**config.mk**
```make
export PLATFORM = sky130hd
export DESIGN_NAME = cub_unbalance_flat
export DESIGN_NICKNAME = d
export VERILOG_FILES = /design/src/cub_pkg.sv /design/src/cub_if.sv /design/src/cub_unbalance.sv /design/src/flat_wrapper.sv
export SDC_FILE = /design/constraint.sdc
export NUM_CORES = 1
export LEC_CHECK = 0
export BUFFER_PORTS_ARGS = -buffer_cell sky130_fd_sc_hd__buf_4
export CAP_MARGIN = 10
export CORE_MARGIN = 2
export CORE_UTILIZATION = 65
export CTS_CLUSTER_SIZE = 16
export DETAILED_ROUTE_END_ITERATION = 16
export MAX_ROUTING_LAYER = met4
export PLACE_DENSITY = 0.86
export SYNTH_ARGS = -nofsm -noshare
export SYNTH_HDL_FRONTEND = slang
export SYNTH_SLANG_ARGS = --single-unit
```
**constraint.sdc**
```tcl
create_clock -name ref_clk_in -period 4.05 [get_ports ref_clk_in]
set_input_delay 1.0125 -clock ref_clk_in [delete_from_list [all_inputs] [get_ports ref_clk_in]]
set_output_delay 1.0125 -clock ref_clk_in [all_outputs]
set_load 0.01 [all_outputs]
```
**src/cub_pkg.sv**
```systemverilog
// cub_pkg: constants and types shared by both ends of the current unbalance block
// assumes a single 250 MHz clock domain

package cub_pkg;

   // ---------------------------------------------------------------------------
   // widths and setting ranges
   // ---------------------------------------------------------------------------
   localparam int CUB_RMS_W = 16;
   localparam int CUB_PCT_W = 7;
   localparam int CUB_DLY_W = 16;
   localparam logic [CUB_PCT_W-1:0] CUB_START_PCT_MIN = 7'h0A;
   localparam logic [CUB_PCT_W-1:0] CUB_START_PCT_MAX = 7'h5A;
   localparam logic [CUB_PCT_W-1:0] CUB_START_PCT_RST = 7'h32;
   localparam logic [CUB_DLY_W-1:0] CUB_DELAY_MS_MIN = 16'h0064;
   localparam logic [CUB_DLY_W-1:0] CUB_DELAY_MS_MAX = 16'hEA60;
   localparam logic [CUB_DLY_W-1:0] CUB_DELAY_MS_RST = 16'h03E8;

   // ---------------------------------------------------------------------------
   // evaluation window on the largest current, percent of rated
   // ---------------------------------------------------------------------------
   localparam int CUB_LOW_PCT = 10;
   localparam int CUB_HIGH_PCT = 150;

   // ---------------------------------------------------------------------------
   // timing
   // ---------------------------------------------------------------------------
   localparam int CUB_CLK_MHZ = 250;
   localparam int CUB_MS_NS = 1000000;
   localparam int CUB_CLK_NS = 4;
   localparam int CUB_CYC_PER_MS = CUB_MS_NS / CUB_CLK_NS;

   // ---------------------------------------------------------------------------
   // configuration port map
   // ---------------------------------------------------------------------------
   localparam logic [1:0] CUB_ADDR_CTRL = 2'h0;
   localparam logic [1:0] CUB_ADDR_START = 2'h1;
   localparam logic [1:0] CUB_ADDR_DELAY = 2'h2;
   localparam logic [1:0] CUB_ADDR_STAT = 2'h3;
   localparam int CUB_CTRL_OPER = 0;
   localparam int CUB_CTRL_SONLY = 1;
   localparam int CUB_CTRL_BLOCK = 2;

   typedef enum logic {CUB_IDLE, CUB_ARMED} cub_state_t;

endpackage : cub_pkg

```
**src/cub_if.sv**
```systemverilog
// cub_if: the link between the unbalance function and its configuring logic
// assumes both ends share ref_clk_in

`timescale 1ns/1ns
`default_nettype none

interface cub_if;
   import cub_pkg::*;
   logic [CUB_RMS_W-1:0] phase1_fund_rms;
   logic [CUB_RMS_W-1:0] phase2_fund_rms;
   logic [CUB_RMS_W-1:0] phase3_fund_rms;
   logic [CUB_RMS_W-1:0] rated_current;
   logic operation_on;
   logic start_only;
   logic [CUB_PCT_W-1:0] start_pct;
   logic [CUB_DLY_W-1:0] delay_ms;
   logic unbalance_block_input;
   logic unbalance_general_start;
   logic unbalance_general_trip;
   logic start_event;
   logic trip_event;

   modport dev (
      input phase1_fund_rms, phase2_fund_rms, phase3_fund_rms, rated_current,
      input operation_on, start_only, start_pct, delay_ms, unbalance_block_input,
      output unbalance_general_start, unbalance_general_trip, start_event, trip_event
   );
   modport cfg (
      output phase1_fund_rms, phase2_fund_rms, phase3_fund_rms, rated_current,
      output operation_on, start_only, start_pct, delay_ms, unbalance_block_input,
      input unbalance_general_start, unbalance_general_trip, start_event, trip_event
   );
endinterface : cub_if

`default_nettype wire

```
**src/cub_unbalance.sv**
```systemverilog
// cub_unbalance: decision logic of the current unbalance function
// assumes rms inputs and settings synchronous to ref_clk_in
// assumes the configuring end keeps settings inside their ranges
// outputs and event pulses come straight from flip-flops
// Notes on behaviour
// - pick largest and smallest phase current
// - flag when difference percent exceeds setting
// - start only with max in 10-150 % rated
// - operation off or block input suppresses all
// - trip after delay while start persists
// - start-only mode never trips
// - start setting 10..90 percent, default 50
// - delay 100..60000 ms from fault onset
// - user logic drives the block input
// - separate general start and trip outputs
// - event pulse on each start/trip edge
// - rms values supplied from upstream stage
//
// The strobed register port and the placing of the registers were decided locally.

`timescale 1ns/1ns
`default_nettype none

module cub_unbalance #(
   parameter int CYC_PER_MS = cub_pkg::CUB_CYC_PER_MS
) (
   input wire logic ref_clk_in,
   input wire logic resetn_in,
   cub_if.dev link
);
   import cub_pkg::*;

   // ---------------------------------------------------------------------------
   // elaboration checks
   // ---------------------------------------------------------------------------
   // the prescaler needs at least one cycle per millisecond
   if (CYC_PER_MS < 1) begin : g_cyc_low
      $error("CYC_PER_MS must be at least 1");
   end
   // a threshold of 100 percent or more could never be exceeded
   if (CUB_START_PCT_MAX >= 7'h64) begin : g_pct_high
      $error("start threshold range must stay below 100 percent");
   end
   // window factors must fit the eight extra bits of the products
   if (CUB_LOW_PCT < 1 || CUB_HIGH_PCT > 32'h0000_00FF) begin : g_win_range
      $error("evaluation window factors must lie in 1 to 255");
   end
   if (CUB_LOW_PCT >= CUB_HIGH_PCT) begin : g_win_empty
      $error("evaluation window is empty");
   end
   // a zero delay would trip in the same cycle as start
   if (CUB_DELAY_MS_MIN < 16'h0001) begin : g_dly_zero
      $error("shortest trip delay must be at least 1 ms");
   end

   // ---------------------------------------------------------------------------
   // constants
   // ---------------------------------------------------------------------------
   // percent scale of the cross-multiplied compares
   localparam logic [7:0] PCT_FULL = 8'h64;
   localparam logic [7:0] PCT_LOW = 8'(CUB_LOW_PCT);
   localparam logic [7:0] PCT_HIGH = 8'(CUB_HIGH_PCT);

   // ---------------------------------------------------------------------------
   // state
   // ---------------------------------------------------------------------------
   typedef struct packed {
      cub_state_t state;
      logic [31:0] cyc_cnt;
      logic [CUB_DLY_W-1:0] ms_cnt;
      logic start;
      logic trip;
      logic start_ev;
      logic trip_ev;
   } cub_dev_t;

   cub_dev_t s_r;
   cub_dev_t s_nxt;

   function automatic logic [CUB_RMS_W-1:0] max3(input logic [CUB_RMS_W-1:0] a,
      input logic [CUB_RMS_W-1:0] b, input logic [CUB_RMS_W-1:0] c);
      logic [CUB_RMS_W-1:0] m;
      m = (a > b) ? a : b;
      return (m > c) ? m : c;
   endfunction : max3

   function automatic logic [CUB_RMS_W-1:0] min3(input logic [CUB_RMS_W-1:0] a,
      input logic [CUB_RMS_W-1:0] b, input logic [CUB_RMS_W-1:0] c);
      logic [CUB_RMS_W-1:0] m;
      m = (a < b) ? a : b;
      return (m < c) ? m : c;
   endfunction : min3

   // widened before multiplying, so 150 percent of full scale cannot wrap
   function automatic logic [CUB_RMS_W+7:0] pct_of(input logic [CUB_RMS_W-1:0] v,
      input logic [7:0] p);
      return (CUB_RMS_W+8)'(v) * (CUB_RMS_W+8)'(p);
   endfunction : pct_of

   // ---------------------------------------------------------------------------
   // analogue conditions
   // ---------------------------------------------------------------------------
   logic [CUB_RMS_W-1:0] i_max;
   logic [CUB_RMS_W-1:0] i_min;
   logic [CUB_RMS_W-1:0] i_diff;
   logic [CUB_RMS_W+7:0] diff_x100;
   logic [CUB_RMS_W+7:0] max_x_pct;
   logic [CUB_RMS_W+7:0] max_x100;
   logic [CUB_RMS_W+7:0] rated_lo;
   logic [CUB_RMS_W+7:0] rated_hi;
   logic unbal_cond;
   logic max_current_sufficient;
   logic max_current_not_fault;
   logic fault_state;

   always_comb begin
      i_max = max3(link.phase1_fund_rms, link.phase2_fund_rms, link.phase3_fund_rms);
      i_min = min3(link.phase1_fund_rms, link.phase2_fund_rms, link.phase3_fund_rms);
      i_diff = i_max - i_min;
      // cross-multiplied to avoid a divider: diff*100 > max*pct
      diff_x100 = pct_of(i_diff, PCT_FULL);
      max_x_pct = pct_of(i_max, 8'(link.start_pct));
      unbal_cond = diff_x100 > max_x_pct;
      max_x100 = pct_of(i_max, PCT_FULL);
      rated_lo = pct_of(link.rated_current, PCT_LOW);
      rated_hi = pct_of(link.rated_current, PCT_HIGH);
      // both window ends are strict, a current right on a bound is outside
      max_current_sufficient = max_x100 > rated_lo;
      max_current_not_fault = max_x100 < rated_hi;
      fault_state = link.operation_on && !link.unbalance_block_input
         && unbal_cond && max_current_sufficient && max_current_not_fault;
   end

   // ---------------------------------------------------------------------------
   // millisecond prescaler
   // ---------------------------------------------------------------------------
   logic ms_tick;
   logic ms_full;

   // the count is one at onset, so a tick falls every CYC_PER_MS cycles
   assign ms_tick = s_r.cyc_cnt >= 32'(CYC_PER_MS);
   // saturate rather than wrap, so a long start cannot drop the trip
   assign ms_full = s_r.ms_cnt == {CUB_DLY_W{1'b1}};

   // ---------------------------------------------------------------------------
   // decision and delay
   // ---------------------------------------------------------------------------
   always_comb begin
      s_nxt = s_r;
      s_nxt.start_ev = 1'b0;
      s_nxt.trip_ev = 1'b0;
      if (!fault_state) begin
         // any lost precondition drops start and rewinds the timer
         s_nxt.state = CUB_IDLE;
         s_nxt.cyc_cnt = '0;
         s_nxt.ms_cnt = '0;
         s_nxt.start = 1'b0;
         s_nxt.trip = 1'b0;
      end else begin
         // start follows the fault one cycle late; the timer runs from onset
         s_nxt.start = 1'b1;
         unique case (s_r.state)
            CUB_IDLE: begin
               s_nxt.state = CUB_ARMED;
               s_nxt.cyc_cnt = 32'h0000_0001;
               s_nxt.ms_cnt = '0;
            end
            CUB_ARMED: begin
               // timer counts from fault onset, so decision latency is inside it
               if (ms_tick) begin
                  s_nxt.cyc_cnt = 32'h0000_0001;
                  if (!ms_full) begin
                     s_nxt.ms_cnt = s_r.ms_cnt + 16'h0001;
                  end
               end else begin
                  s_nxt.cyc_cnt = s_r.cyc_cnt + 32'h0000_0001;
               end
            end
         endcase
         // start-only mode holds trip low whatever the elapsed time
         s_nxt.trip = !link.start_only && (s_nxt.ms_cnt >= link.delay_ms);
      end
      // one pulse per edge of start or trip, in the cycle the output moves
      s_nxt.start_ev = s_nxt.start != s_r.start;
      s_nxt.trip_ev = s_nxt.trip != s_r.trip;
   end

   always_ff @(posedge ref_clk_in or negedge resetn_in) begin
      if (!resetn_in) begin
         s_r <= '{
            state: CUB_IDLE,
            cyc_cnt: 32'h0000_0000,
            ms_cnt: '0,
            start: 1'b0,
            trip: 1'b0,
            start_ev: 1'b0,
            trip_ev: 1'b0
         };
      end else begin
         s_r <= s_nxt;
      end
   end

   // ---------------------------------------------------------------------------
   // outputs
   // ---------------------------------------------------------------------------
   assign link.unbalance_general_start = s_r.start;
   assign link.unbalance_general_trip = s_r.trip;
   assign link.start_event = s_r.start_ev;
   assign link.trip_event = s_r.trip_ev;

endmodule : cub_unbalance

`default_nettype wire

```
**src/flat_wrapper.sv**
```systemverilog
// flat-port wrapper written by rule: the top's interface ports become plain ports
module cub_unbalance_flat import cub_pkg::*;
#(
   parameter int CYC_PER_MS = cub_pkg::CUB_CYC_PER_MS
)
  (ref_clk_in, resetn_in, link_phase1_fund_rms, link_phase2_fund_rms, link_phase3_fund_rms, link_rated_current, link_operation_on, link_start_only, link_start_pct, link_delay_ms, link_unbalance_block_input, link_unbalance_general_start, link_unbalance_general_trip, link_start_event, link_trip_event);
  cub_if link_i ();
  input wire logic ref_clk_in;
  input wire logic resetn_in;
  input wire logic [$bits(link_i.phase1_fund_rms)-1:0] link_phase1_fund_rms;
  input wire logic [$bits(link_i.phase2_fund_rms)-1:0] link_phase2_fund_rms;
  input wire logic [$bits(link_i.phase3_fund_rms)-1:0] link_phase3_fund_rms;
  input wire logic [$bits(link_i.rated_current)-1:0] link_rated_current;
  input wire logic [$bits(link_i.operation_on)-1:0] link_operation_on;
  input wire logic [$bits(link_i.start_only)-1:0] link_start_only;
  input wire logic [$bits(link_i.start_pct)-1:0] link_start_pct;
  input wire logic [$bits(link_i.delay_ms)-1:0] link_delay_ms;
  input wire logic [$bits(link_i.unbalance_block_input)-1:0] link_unbalance_block_input;
  output wire logic [$bits(link_i.unbalance_general_start)-1:0] link_unbalance_general_start;
  output wire logic [$bits(link_i.unbalance_general_trip)-1:0] link_unbalance_general_trip;
  output wire logic [$bits(link_i.start_event)-1:0] link_start_event;
  output wire logic [$bits(link_i.trip_event)-1:0] link_trip_event;
  assign link_i.phase1_fund_rms = link_phase1_fund_rms;
  assign link_i.phase2_fund_rms = link_phase2_fund_rms;
  assign link_i.phase3_fund_rms = link_phase3_fund_rms;
  assign link_i.rated_current = link_rated_current;
  assign link_i.operation_on = link_operation_on;
  assign link_i.start_only = link_start_only;
  assign link_i.start_pct = link_start_pct;
  assign link_i.delay_ms = link_delay_ms;
  assign link_i.unbalance_block_input = link_unbalance_block_input;
  assign link_unbalance_general_start = link_i.unbalance_general_start;
  assign link_unbalance_general_trip = link_i.unbalance_general_trip;
  assign link_start_event = link_i.start_event;
  assign link_trip_event = link_i.trip_event;
  cub_unbalance #(.CYC_PER_MS(CYC_PER_MS)) u_core (.ref_clk_in(ref_clk_in), .resetn_in(resetn_in), .link(link_i));
endmodule
```
==> flow_summary.json, run 1 <==
{
  "status": "stopped before the end",
  "haltStage": "global routing (5_1_grt)",
  "toolErrorMsg": "[ERROR GRT-0232] Routing congestion too high. Check the congestion heatmap in the GUI.",
  "synth_cell_type_count": 91,
  "place_area_um2": 21020,
  "hpwlAfterDp_um": 45140,
  "cts_hold_buf": 0,
  "h-tree-depth": 2,
  "pin_count": 96,
  "synth_top_area_share_pct": 27.89,
  "netlist_instances": 1912,
  "postGrtWorstEndpoint": "u_core.s_r[35]$_DFF_PN0_/D",
  "start_util_pct": 66.04,
  "yosys-top-cells-area": "ha_1 28%, fa_1 15%, dfrtp_1 8.1%",
  "die_w_um": 161.0,
  "synth-edff-count": 0,
  "ys_warn_count": 0,
  "netlist_area_um2": 16010,
  "grt_start_max_net_pins": 53,
  "endpoint_type": "register input",
  "place_congestion": 0.9361,
  "async_flop_share_pct": 100.0,
  "die_y_um": 161.0,
  "numCtsBuffers": 5,
  "synth_seq_cells": 52,
  "port_buffers": 95,
  "yosys-top-cells-count": "357 x ha_1, 312 x inv_1, 135 x nand2_1, 119 x a21oi_1, 116 x fa_1",
  "synth_largest_area_cell": "ha_1",
  "seq_area_frac_synth_pct": 8.126,
  "root_buffer": "clkbuf_16",
  "grt_usage_pct": 83.41,
  "cts_buffer_depth": 2,
  "grt_overflow": 236,
  "rows": 57,
  "syn_avg_cell_area_um2": 8.375,
  "clock-sinks": 52,
  "synth.most_common_cell": "ha_1",
  "synth-main-ff-cell": "dfrtp_1"
}
timing repair:
action                                  CTS
endpoints found under the setup margin   38
buffers inserted                         36
resized for setup                        89
cloned                                    5
pin swaps                                54
per-layer routing:
metal,global-route usage (%),overflow
met1,77.96,1
met2,99.10,157
met3,66.35,1
met4,91.07,77
met5,-,-
cells by family after synthesis:
| logic type | Yosys count | synth area share [%] |
|---|---|---|
| compound gates | 380 | 15.64 |
| xor+xnor | 109 | 5.962 |
| fa+ha+maj | 475 | 42.54 |
| buf+inv | 348 | 8.517 |
| flops | 52 | 8.126 |
| mux | 21 | 1.422 |
| other cells | 1 | 0.02342 |
| simple gates | 526 | 17.78 |
stage by stage:
step           cells  utilization [%]  setup TNS, ns  worst slack, ns
2_1_floorplan   1925                -        -251.44           -6.706
3_3_place_gp    2762            86.68        -267.33           -7.060
3_5_place_dp    2762            86.68        -291.98           -7.777
4_1_cts         2811            90.82        -261.61           -6.961
==> run 2: changes to the inputs <==
CORE_UTILIZATION = 40   (was 65)
CTS_CLUSTER_SIZE = not set   (was 16)
MAX_ROUTING_LAYER = not set   (was met4)
PLACE_DENSITY = not set   (was 0.86)
PLACE_DENSITY_LB_ADDON = 0.15   (was not set)
==> flow_summary.json, run 2 <==
{
  "status": "complete, but fails checks",
  "violations": "setup timing",
  "worstMarginPinSlew_ns": 0.9326,
  "cp.required_ns": 4.27,
  "grt_overflow": 0,
  "place_ws_ns": -7.527,
  "finish.instance_area_um2": 22930,
  "max_stage_delay_ns": 0.55,
  "dr.first_iter.drc_count": 557,
  "design.core.area_um2": 39640,
  "pin_count": 96,
  "start_util_pct": 40.40,
  "synth_largest_area_cell": "ha_1",
  "finalHoldViolCount": 0,
  "syn_avg_cell_area_um2": 8.375,
  "clock-sinks": 52,
  "port_buffers": 95,
  "numCtsBuffers": 5,
  "critPathLaunchType": "input port",
  "synth.most_common_cell": "ha_1",
  "die_y_um": 204.1,
  "netlist_instances": 1912,
  "hpwlAfterDp_um": 38650,
  "dr.pass1.iters": 5,
  "multi_input_area_um2": 14650,
  "synth_top_area_share_pct": 27.89,
  "grt_start_max_net_pins": 53,
  "hold_depth": 1,
  "path_max_fanout": 7,
  "final_cells": 3061,
  "synth_cell_type_count": 91,
  "post_drt_via_cell_ratio": 4.938,
  "crit_top_cell": "ha_4",
  "place_congestion": 0.9237,
  "final_common_cell": "buf_4",
  "busiest_layer": "met2",
  "die_w_um": 204.1,
  "rsz0062_at_grt": "true",
  "root_buffer": "clkbuf_16",
  "min_path_type": "reg -> reg",
  "nets": 3100,
  "synth_seq_cells": 52,
  "vias": 15120,
  "slowest_stage": "or4_4",
  "met2_usage_pct": 38.21,
  "max_flop_register": "u_core.s_r",
  "seq_area_frac_synth_pct": 8.126,
  "grt_antenna_before_repair": 1,
  "grt_usage_pct": 21.45,
  "ys_warn_count": 0,
  "regArea_um2": 1301,
  "final_cell_mix": "596 x buf_4, 319 x ha_1, 293 x inv_1",
  "diodes": 0,
  "max_cap_violations": 0,
  "relSlewSlack_pct": 37.68,
  "worstRegToRegCells": 21,
  "wl_per_cell_um": 14.56,
  "h-tree-depth": 2,
  "yosys-top-cells-area": "ha_1 28%, fa_1 15%, dfrtp_1 8.1%",
  "path_class": "in -> reg",
  "drive_gt1_share_pct": 34.90,
  "syn2layout_area_growth_pct": 43.17,
  "wl_um": 44580,
  "tns_ns": -250.83,
  "ant_nets": 0,
  "synth-edff-count": 0,
  "insertion_delay_ns": 0.29,
  "async_flop_share_pct": 100.0,
  "synth-main-ff-cell": "dfrtp_1",
  "setup_violations": 38,
  "cts_buffer_depth": 2,
  "largest_reg_flops": 48,
  "cts_tree": "built",
  "setup_ws_ns": -6.659,
  "place_inst": 3003,
  "skew_ns": 0.009541,
  "n_fill_cell": 3703,
  "cts.clk_slew.worst_paths_ns": 0.07,
  "yosys-top-cells-count": "357 x ha_1, 312 x inv_1, 135 x nand2_1, 119 x a21oi_1, 116 x fa_1",
  "grt_pass1_vias": 15400,
  "rows": 73,
  "dieArea_um2": 41650,
  "grt_util_met3_pct": 1.084,
  "cp_data_arrival_time_ns": 10.93,
  "netlist_area_um2": 16010,
  "slew_viol_final": 0,
  "endpoint_kind": "flip-flop",
  "drc": 0,
  "fin_crit_ns": 10.71,
  "max_freq_mhz": 93.38,
  "use_met1_pct": 29.35,
  "grt_pass1_wl_um": 74150,
  "period_share_pct": 264.4,
  "place_area_um2": 21560
}
run 2: cell counts after synthesis:
Identical to the previous run, type by type.
run 2: worst paths after layout:
| kind | startpoint | endpoint | slack (ns) |
|---|---|---|---|
| min | u_core.link.unbalance_general_trip | u_core.link.trip_event | 0.52 |
| min in group asynchronous | resetn_in | u_core.s_r[33] | 0.74 |
| max in group asynchronous | resetn_in | u_core.s_r[10] | 2.86 |
| min reg2reg | u_core.link.unbalance_general_trip | u_core.link.trip_event | 0.52 |
| max reg2reg | u_core.s_r[27] | u_core.link.trip_event | -0.12 |
| max | link_phase1_fund_rms[5] | u_core.s_r[5] | -6.66 |
run 2: metal layers:
| metal | share of wire, % | wire length (um) |
|---|---|---|
| met3 | 1.8 | 788 |
| met1 | 48 | 21520 |
| met5 | 0.029 | 13 |
| met2 | 49 | 21810 |
| met4 | 0.98 | 439 |
run 2: metrics by stage:
step           utilization [%]  hold WS [ns]
6_report                 57.83        0.5194
5_1_grt                  57.83        0.5383
4_1_cts                  55.96        0.5130
3_5_place_dp             54.38        0.4759
3_3_place_gp             54.38        0.4448
2_1_floorplan                -        0.4912
run 2: cell families after synthesis:
kind of cell | after synthesis | share of synthesized area (%)
compound gates | 380 | 15.64
xor+xnor | 109 | 5.962
fa+ha+maj | 475 | 42.54
buf+inv | 348 | 8.517
flops | 52 | 8.126
mux | 21 | 1.422
other cells | 1 | 0.02342
simple gates | 526 | 17.78
run 2: timing repair:
| item | 4_1_cts | 5_1_grt |
|---|---|---|
| pin swaps | 34 | 72 |
| setup buffers | 23 | 22 |
| hold buffers | 0 | 0 |
| endpoints found under the setup margin | 38 | 38 |
| cloned | 4 | 2 |
| resized for setup | 60 | 110 |
run 2: critical path: cells and delay by family:
family                     cells  cell delay [ns]
xor gates and xnor gates       1             0.10
buffers and inverters          7             0.84
adders and majority gates      8             2.35
and+or+nand+nor               14             3.43
muxes                          1             0.32
AOI/OAI and AO/OA             14             2.90
run 2: cell type report:
class | instances | share of cell area, %
clock buffers | 5 | 0.5458
inverters | 316 | 5.250
multi-input cells | 1529 | 63.92
clock inverters | 3 | 0.09278
well taps | 525 | 2.865
repair buffers | 631 | 21.65
flip-flops and latches | 52 | 5.676
Power of run 2 is left out: the tool's default activity adds up to more than one toggle a clock period on the data nets, which glitch-free logic cannot reach.
